File: src/pkg/aof_pkg.sv
// Package of constants and carrier types for the converter output formatter.
package aof_pkg;

   localparam int unsigned SampleWidth = 14;
   localparam int unsigned MsbPos      = 13;
   localparam int unsigned LfsrWidth   = 23;

   // Mode pin levels after quantisation by the front end.
   localparam logic [1:0] ModeGround    = 2'h0;
   localparam logic [1:0] ModeOneThird  = 2'h1;
   localparam logic [1:0] ModeTwoThirds = 2'h2;
   localparam logic [1:0] ModeFull      = 2'h3;

   // Register offsets of the control port.
   localparam logic [3:0] RegCtrl   = 4'h0;
   localparam logic [3:0] RegStatus = 4'h1;
   localparam logic [3:0] RegMask   = 4'h2;
   localparam logic [3:0] RegSample = 4'h3;

   // Control register field positions.
   localparam int unsigned CtrlScramblePos = 0;
   localparam int unsigned CtrlDitherPos   = 1;

   // Status and mask bit positions.
   localparam int unsigned StatRangePos  = 0;
   localparam int unsigned StatSamplePos = 1;
   localparam int unsigned StatWidth     = 2;

   // Reset values.
   localparam logic [LfsrWidth-1:0] LfsrSeed = 23'h000001;
   localparam logic [1:0]           CtrlReset = 2'h0;
   localparam logic [StatWidth-1:0] MaskReset = 2'h0;

   // Carrier of one formatted sample.
   typedef struct packed {
      logic                   rangeExceeded;
      logic [SampleWidth-1:0] data;
   } aof_sample_s;

   // Decoded mode pin.
   typedef struct packed {
      logic twosComplement;
      logic stabilizerOn;
   } aof_mode_s;

endpackage

File: src/verilog/adc_output_formatter.sv
// Output formatter: coding, range flag, scrambling, dither and output clocks.
`timescale 1ns/100ps

// Summary of operation
// - Mode level 0 OB/off, 1 OB/on, 2 TC/on, 3 TC/off (coding/stabilizer).
// - Each sample leaves as a parallel word, offset binary or two's compl.
// - Range flag is high exactly when the sample was over or under range.
// - A delayed encode clock leaves as a true and an inverted output.
// - Data change as the true clock falls and the inverted clock rises.
// - Scrambling XORs every non-LSB data bit with the LSB.
// - LSB, range flag and output clocks are untouched by scrambling.
// - Scrambling acts only while scramble enable or control bit 0 is high.
// - With dither on, a pseudo-random value per sample is subtracted.
// - Results carry fourteen bits per sample.
module adc_output_formatter
   import aof_pkg::*;
(
   input  wire logic                   clk,
   input  wire logic                   rst_n,
   input  wire logic                   encodeClock,
   input  wire logic [1:0]             modeLevel,
   input  wire logic                   scrambleEnable,
   input  wire logic                   ditherEnable,
   input  wire logic [SampleWidth-1:0] coreSample,
   input  wire logic                   coreOverRange,
   input  wire logic [3:0]             regAddr,
   input  wire logic [31:0]            regWdata,
   input  wire logic                   regWrite,
   input  wire logic                   regRead,
   output logic      [31:0]            regRdata,
   output logic      [SampleWidth-1:0] sampleData,
   output logic                        range_exceeded_flag,
   output logic                        sample_clock_out_true,
   output logic                        sample_clock_out_inverted,
   output logic                        stabilizerEnable,
   output logic                        irq
);

   // Pin inputs from the encode domain pass two flip-flops first.
   logic [1:0] encSync_r;
   logic [1:0] encSync_nxt;
   logic       encPrev_r;
   logic [1:0] modeMeta_r;
   logic [1:0] modeSync_r;
   logic [1:0] scrMeta_r;
   logic [1:0] ditMeta_r;

   always_comb
   begin
      encSync_nxt = {encSync_r[0], encodeClock};
   end

   always_ff @(posedge clk or negedge rst_n)
   begin
      if (!rst_n)
      begin
         encSync_r  <= 2'h0;
         encPrev_r  <= 1'b0;
         modeMeta_r <= 2'h0;
         modeSync_r <= 2'h0;
         scrMeta_r  <= 2'h0;
         ditMeta_r  <= 2'h0;
      end
      else
      begin
         encSync_r  <= encSync_nxt;
         encPrev_r  <= encSync_r[1];
         modeMeta_r <= modeLevel;
         modeSync_r <= modeMeta_r;
         scrMeta_r  <= {scrMeta_r[0], scrambleEnable};
         ditMeta_r  <= {ditMeta_r[0], ditherEnable};
      end
   end

   logic encRise;
   logic scrOn;
   logic ditOn;
   assign encRise = encSync_r[1] & ~encPrev_r;

   // Decode the four-level mode input.
   function automatic aof_mode_s decodeMode(input logic [1:0] lvl);
      aof_mode_s m;
      m = '0;
      case (lvl)
         ModeGround:    m = '{twosComplement: 1'b0, stabilizerOn: 1'b0};
         ModeOneThird:  m = '{twosComplement: 1'b0, stabilizerOn: 1'b1};
         ModeTwoThirds: m = '{twosComplement: 1'b1, stabilizerOn: 1'b1};
         ModeFull:      m = '{twosComplement: 1'b1, stabilizerOn: 1'b0};
         default:       m = '0;
      endcase
      return m;
   endfunction

   aof_mode_s modeNow;
   assign modeNow = decodeMode(modeSync_r);

   // Software control bits are OR-ed with the pins so either may enable.
   logic [1:0] ctrl_r;
   logic [1:0] ctrl_nxt;
   assign scrOn = scrMeta_r[1] | ctrl_r[CtrlScramblePos];
   assign ditOn = ditMeta_r[1] | ctrl_r[CtrlDitherPos];

   logic [SampleWidth-1:0] ditherValue;

   aof_lfsr u_aof_lfsr
   (
      .clk     (clk),
      .rst_n   (rst_n),
      .advance (encRise & ditOn),
      .value   (ditherValue)
   );

   // Formatting of one sample: dither, coding, then scrambling.
   function automatic logic [SampleWidth-1:0] formatWord(
      input logic [SampleWidth-1:0] raw,
      input logic [SampleWidth-1:0] dith,
      input logic                   useDither,
      input logic                   twos,
      input logic                   scramble);
      logic [SampleWidth-1:0] w;
      w = raw;
      if (useDither)
      begin
         w = raw - dith;
      end
      if (twos)
      begin
         w[MsbPos] = ~w[MsbPos];
      end
      if (scramble)
      begin
         w[MsbPos:1] = w[MsbPos:1] ^ {(SampleWidth-1){w[0]}};
      end
      return w;
   endfunction

   // Output stage: data and clocks update on the synchronised encode edges.
   aof_sample_s outWord_r;
   aof_sample_s outWord_nxt;
   logic        clkTrue_r;
   logic        clkTrue_nxt;
   logic        stab_r;

   always_comb
   begin
      outWord_nxt = outWord_r;
      clkTrue_nxt = clkTrue_r;
      if (encRise)
      begin
         // Data change exactly as the true clock falls.
         outWord_nxt.data          = formatWord(coreSample, ditherValue,
                                        ditOn, modeNow.twosComplement,
                                        scrOn);
         outWord_nxt.rangeExceeded = coreOverRange;
         clkTrue_nxt               = 1'b0;
      end
      else if (!encSync_r[1] && encPrev_r)
      begin
         // Rising true clock marks stable data for the receiver.
         clkTrue_nxt = 1'b1;
      end
   end

   always_ff @(posedge clk or negedge rst_n)
   begin
      if (!rst_n)
      begin
         outWord_r <= '0;
         clkTrue_r <= 1'b1;
         stab_r    <= 1'b0;
      end
      else
      begin
         outWord_r <= outWord_nxt;
         clkTrue_r <= clkTrue_nxt;
         stab_r    <= modeNow.stabilizerOn;
      end
   end

   // Complementary pair comes from flops so both edges line up.
   logic clkInv_r;
   always_ff @(posedge clk or negedge rst_n)
   begin
      if (!rst_n)
      begin
         clkInv_r <= 1'b0;
      end
      else
      begin
         clkInv_r <= ~clkTrue_nxt;
      end
   end

   assign sampleData                = outWord_r.data;
   assign range_exceeded_flag       = outWord_r.rangeExceeded;
   assign sample_clock_out_true     = clkTrue_r;
   assign sample_clock_out_inverted = clkInv_r;
   assign stabilizerEnable          = stab_r;

   // Register port: status sticky bits, mask, control and last sample.
   logic [StatWidth-1:0] status_r;
   logic [StatWidth-1:0] status_nxt;
   logic [StatWidth-1:0] mask_r;
   logic [StatWidth-1:0] mask_nxt;
   logic [31:0]          rdata_nxt;
   logic                 irq_nxt;
   logic [StatWidth-1:0] events;

   always_comb
   begin
      events                = '0;
      events[StatRangePos]  = encRise & coreOverRange;
      events[StatSamplePos] = encRise;
      ctrl_nxt   = ctrl_r;
      mask_nxt   = mask_r;
      status_nxt = status_r;
      if (regWrite && regAddr == RegCtrl)
      begin
         ctrl_nxt = regWdata[1:0];
      end
      if (regWrite && regAddr == RegMask)
      begin
         mask_nxt = regWdata[StatWidth-1:0];
      end
      if (regWrite && regAddr == RegStatus)
      begin
         status_nxt = status_nxt & ~regWdata[StatWidth-1:0];
      end
      // A new event wins over a clear in the same cycle.
      status_nxt = status_nxt | events;
      rdata_nxt  = 32'h0;
      if (regRead)
      begin
         case (regAddr)
            RegCtrl:   rdata_nxt = {30'h0, ctrl_r};
            RegStatus: rdata_nxt = {30'h0, status_r};
            RegMask:   rdata_nxt = {30'h0, mask_r};
            RegSample: rdata_nxt = {17'h0, outWord_r};
            default:   rdata_nxt = 32'h0;
         endcase
      end
      irq_nxt = |(status_nxt & mask_nxt);
   end

   always_ff @(posedge clk or negedge rst_n)
   begin
      if (!rst_n)
      begin
         ctrl_r   <= CtrlReset;
         mask_r   <= MaskReset;
         status_r <= '0;
         regRdata <= 32'h0;
         irq      <= 1'b0;
      end
      else
      begin
         ctrl_r   <= ctrl_nxt;
         mask_r   <= mask_nxt;
         status_r <= status_nxt;
         regRdata <= rdata_nxt;
         irq      <= irq_nxt;
      end
   end
endmodule

File: src/verilog/aof_lfsr.sv
// Long-sequence pseudo-random generator that feeds the dither path.
`timescale 1ns/100ps
module aof_lfsr
   import aof_pkg::*;
(
   input  wire logic                 clk,
   input  wire logic                 rst_n,
   input  wire logic                 advance,
   output logic      [SampleWidth-1:0] value
);

   logic [LfsrWidth-1:0] state_r;
   logic [LfsrWidth-1:0] state_nxt;

   // A 23-bit maximal sequence; it steps once per sample when asked.
   always_comb
   begin
      state_nxt = state_r;
      if (advance)
      begin
         state_nxt = {state_r[LfsrWidth-2:0],
                      state_r[LfsrWidth-1] ^ state_r[17]};
      end
   end

   always_ff @(posedge clk or negedge rst_n)
   begin
      if (!rst_n)
      begin
         state_r <= LfsrSeed;
      end
      else
      begin
         state_r <= state_nxt;
      end
   end

   // Only a small dither value is used so the offset stays modest.
   assign value = {7'h00, state_r[6:0]};

endmodule
File: config.mk
export PLATFORM = sky130hd
export DESIGN_NAME = adc_output_formatter
export DESIGN_NICKNAME = d
export VERILOG_FILES = /design/src/pkg/aof_pkg.sv /design/src/verilog/adc_output_formatter.sv /design/src/verilog/aof_lfsr.sv
export SDC_FILE = /design/constraint.sdc
export NUM_CORES = 1
export LEC_CHECK = 0
export BUFFER_PORTS_ARGS = -buffer_cell sky130_fd_sc_hd__buf_4
export CORE_UTILIZATION = 45
export CTS_BUF_LIST = sky130_fd_sc_hd__clkbuf_2 sky130_fd_sc_hd__clkbuf_4 sky130_fd_sc_hd__clkbuf_8
export CTS_CLUSTER_SIZE = 12
export DETAILED_ROUTE_END_ITERATION = 6
export PLACE_DENSITY = 0.69
export SYNTH_ARGS = -nofsm -noshare
export SYNTH_HDL_FRONTEND = slang
export SYNTH_SLANG_ARGS = --single-unit
File: constraint.sdc
create_clock -name clk -period 3.2 [get_ports clk]
set_input_delay 0.48 -clock clk [delete_from_list [all_inputs] [get_ports clk]]
set_output_delay 0.48 -clock clk [all_outputs]
set_load 0.005 [all_outputs]
==> impl_results.md <==
- Status: complete, no violations
- Fin nets: 436
- Grt ovf: 0
- DIE AREA: between 8000 and 9000 um2
- Initial Util: 0.471
- Max Clock Skew: approximately 7 ps
- RSZ-0062 raised after global routing: no
- Setup Buffers After CTS: 0
- Synth unique cells: between 40 and 50
- Setup TNS: 0 ps
- YS warnings: 0
- Post-Layout Inst Area: between 4000 and 5000 um2
- Min-delay src: modeLevel[0]
- Area after DPL: 3960 um2
- DR vias/cell: about 4.8
- Syn Std Cell Area: 3450 um2
- Port Buffers: 63
- Worst-Skew Late Latency: ~340 ps
- PwrDens: about 610 nW/um2
- Drt drc: 0
- Hold Violations, Final: 0
- Post_cts resized: 0
- Vias post-DR: between 2000 and 2500
- Clk buf depth: 2
- Slew @ Worst Pin: around 890 ps
- Die Width: 89.6 um
- Pre-antenna DRT Iters: 4
- Core box area: 7330 um2
- Post-CTS Hold Fix Bufs: 0
- Commonest non-fill, non-tap cell in the layout: dfrtp_1
- Register area share after synthesis: 0.537
- Die H: 89.6 um
- Total CTS buffers: 9
- Placed wire-length estimate: 4140 um
- Worst min path class: primary input to flip-flop
- Total power: approximately 2.5 mW
- All-Layer GR Usage: 0.156
- Layout cells sized above 1: 0.308
- First-pass GRT wire length: approximately 9400 um
- Reg power frac: 0.457
- Internal: between 1.5 and 2 mW
- Startpoint types: flip-flop
- Combinational Power Share: 0.284
- Avg WL per Cell: 12.0 um
- Drt total wl: roughly 5600 um
- Pin count of the biggest net entering global routing: 75
- Total clock sinks: 74
- Antenna Nets Post-Route: 0
- Cells after synthesis: between 200 and 300
- Sequential cell area: 1850 um2
- Starting DRT DRC Count: 76
- Yosys reg bits: 74
- Clock share of power: 0.259
- Syn-to-layout area delta: 20.0%
- Register clock-pin slew on the reported worst setup and hold paths: about 70 ps
- Reg2Reg Launch Point: u_aof_lfsr.state_r[0]
- Max FFs per register: 23
- Switching power: 0.746 mW
- Crit end category: flip-flop
- Syn Area/Cell: approximately 12 um2
- Fillers: between 600 and 700
- Worst hold stages: 1
- Peak fanout along the critical path: 4
- Vias in the first global route: 2102
- FMAX: between 0.3 and 0.4 GHz
- Min Tclk post-route: about 2500 ps
- I/O Pins: 111
- Maxcap violations: 0
- Antenna diode count: 0
- Worst slew margin: 0.405
- Worst r2r dst: sampleData[6]
- WP data required: about 3400 ps
- WS Path Type: flip-flop to flip-flop
- Hold endpoint: modeMeta_r[0]
- Worst EP arrival: about 2700 ps
- Max VDD drop: about 200 uV
- H-tree depth: 3
- CTS Root Cell: clkbuf_8
- Slew Limit Fails: 0
- Multi-input gate area: between 1000 and 1500 um2
- Reg-to-reg slack, setup: 690 ps
- CTS tree: built
- # rows: 31
- GPL Wtd Cong: roughly 0.80
- Lkg Pwr: roughly 2 nW
- Final worst path period share: 0.785
- Antenna violations before repair: 0
- Most flops, register: u_aof_lfsr.state_r
- Commonest non-fill, non-tap cells in the layout: dfrtp_1 (72), buf_4 (66), nand2_1 (34)
- Switching part of the total: 0.293
- Hold_ws: around 240 ps
- Setup violations, final: 0
- R2R cell count: 9
==> synth_stat cells, drive strengths merged <==
library cell / n / area, um2
o31ai: 3 / 27.5
mux4: 2 / 45.0
ha: 10 / 125
xnor2: 20 / 175
o2111ai: 1 / 8.76
xor2: 3 / 26.3
nand4b: 1 / 8.76
conb: 1 / 3.75
and2: 13 / 81.3
a211oi: 3 / 22.5
fa: 1 / 20.0
a2111oi: 1 / 8.76
nor3: 5 / 35.0
a21oi: 3 / 15.0
a21o: 3 / 23.8
clkbuf: 5 / 18.8
nor4: 1 / 21.3
mux2: 20 / 225
or2: 1 / 6.26
o221ai: 1 / 26.3
a22o: 1 / 8.76
o21ai: 23 / 115
dfrtp: 72 / 1800
nand2b: 1 / 6.26
buf: 22 / 156
and4: 1 / 8.76
a211o: 1 / 8.76
nor2b: 2 / 12.5
mux2i: 2 / 20.0
inv: 12 / 45.0
o211a: 2 / 20.0
o31a: 2 / 17.5
nand2: 35 / 134
and3: 4 / 25.0
nor2: 14 / 52.6
o21a: 5 / 45.0
dfstp: 2 / 52.6
==> power groups by stage <==
| stage | Clock, mW | Combinational (mW) | Sequential, mW |
|---|---|---|---|
| after floorplan | 0 | 0.501 | 1.17 |
| after global placement | 0 | 0.714 | 1.18 |
| after detailed placement | 0 | 0.731 | 1.18 |
| after CTS | 0.685 | 0.735 | 1.16 |
| after global routing | 0.719 | 0.820 | 1.18 |
| final | 0.659 | 0.723 | 1.16 |
==> area by class of cell <==
cell class,count,share of cell area
Clock buffer,14,0.0420
Sequential cell,74,0.447
Inverter,12,0.0109
Clock inverter,2,0.00302
Multi-Input combinational cell,202,0.347
Timing Repair Buffer,66,0.120
Tap cell,99,0.0299
==> stage by stage <==
| stage | worst slack [ps] | util | cells |
|---|---|---|---|
| after floorplan | 823 | - | 315 |
| after global placement | 564 | 0.540 | 453 |
| after detailed placement | 544 | 0.540 | 453 |
| after CTS | 678 | 0.565 | 469 |
| after global routing | 529 | 0.565 | 469 |
| final | 690 | 0.565 | 469 |
==> how the worst max path moves through the flow <==
stage,from,endpoint,slack (ps)
detailed placement,coreSample[0],sampleData[6],540
global placement,coreSample[0],sampleData[6],560
CTS,u_aof_lfsr.state_r[0],sampleData[6],680
finish,u_aof_lfsr.state_r[0],sampleData[6],690
floorplan,u_aof_lfsr.state_r[0],sampleData[6],820
global route,u_aof_lfsr.state_r[0],sampleData[6],530
==> worst max-delay path, cell delays in order, from the launching register on <==
cell and delay [ps]:
dfstp_2 540, ha_1 160, inv_1 50, fa_1 420, a211o_1 300, a21o_1 190
o21a_4 230, o31ai_2 260, xor2_1 170, o21ai_1 70
==> routing by layer <==
metal  vias to the layer above  share of wire  GRT usage
met5                         -              0          0
met3                        11          0.049     0.0338
met4                         0          0.024     0.0866
met2                        60           0.48      0.255
li1                       1108              -          -
met1                      1063           0.45      0.194
==> kinds of logic (layout without fill, tap and decap cells) <==
group | after synthesis | after routing | share of synthesized area
flops | 74 | 74 | 0.537
simple gates | 78 | 78 | 0.113
mux | 24 | 24 | 0.0840
compound gates | 49 | 49 | 0.101
other cells | 1 | 17 | 0.00109
xor+xnor | 23 | 23 | 0.0583
buf+inv | 39 | 94 | 0.0637
fa+ha+maj | 11 | 11 | 0.0420
Power figures use the tool's default switching activity.
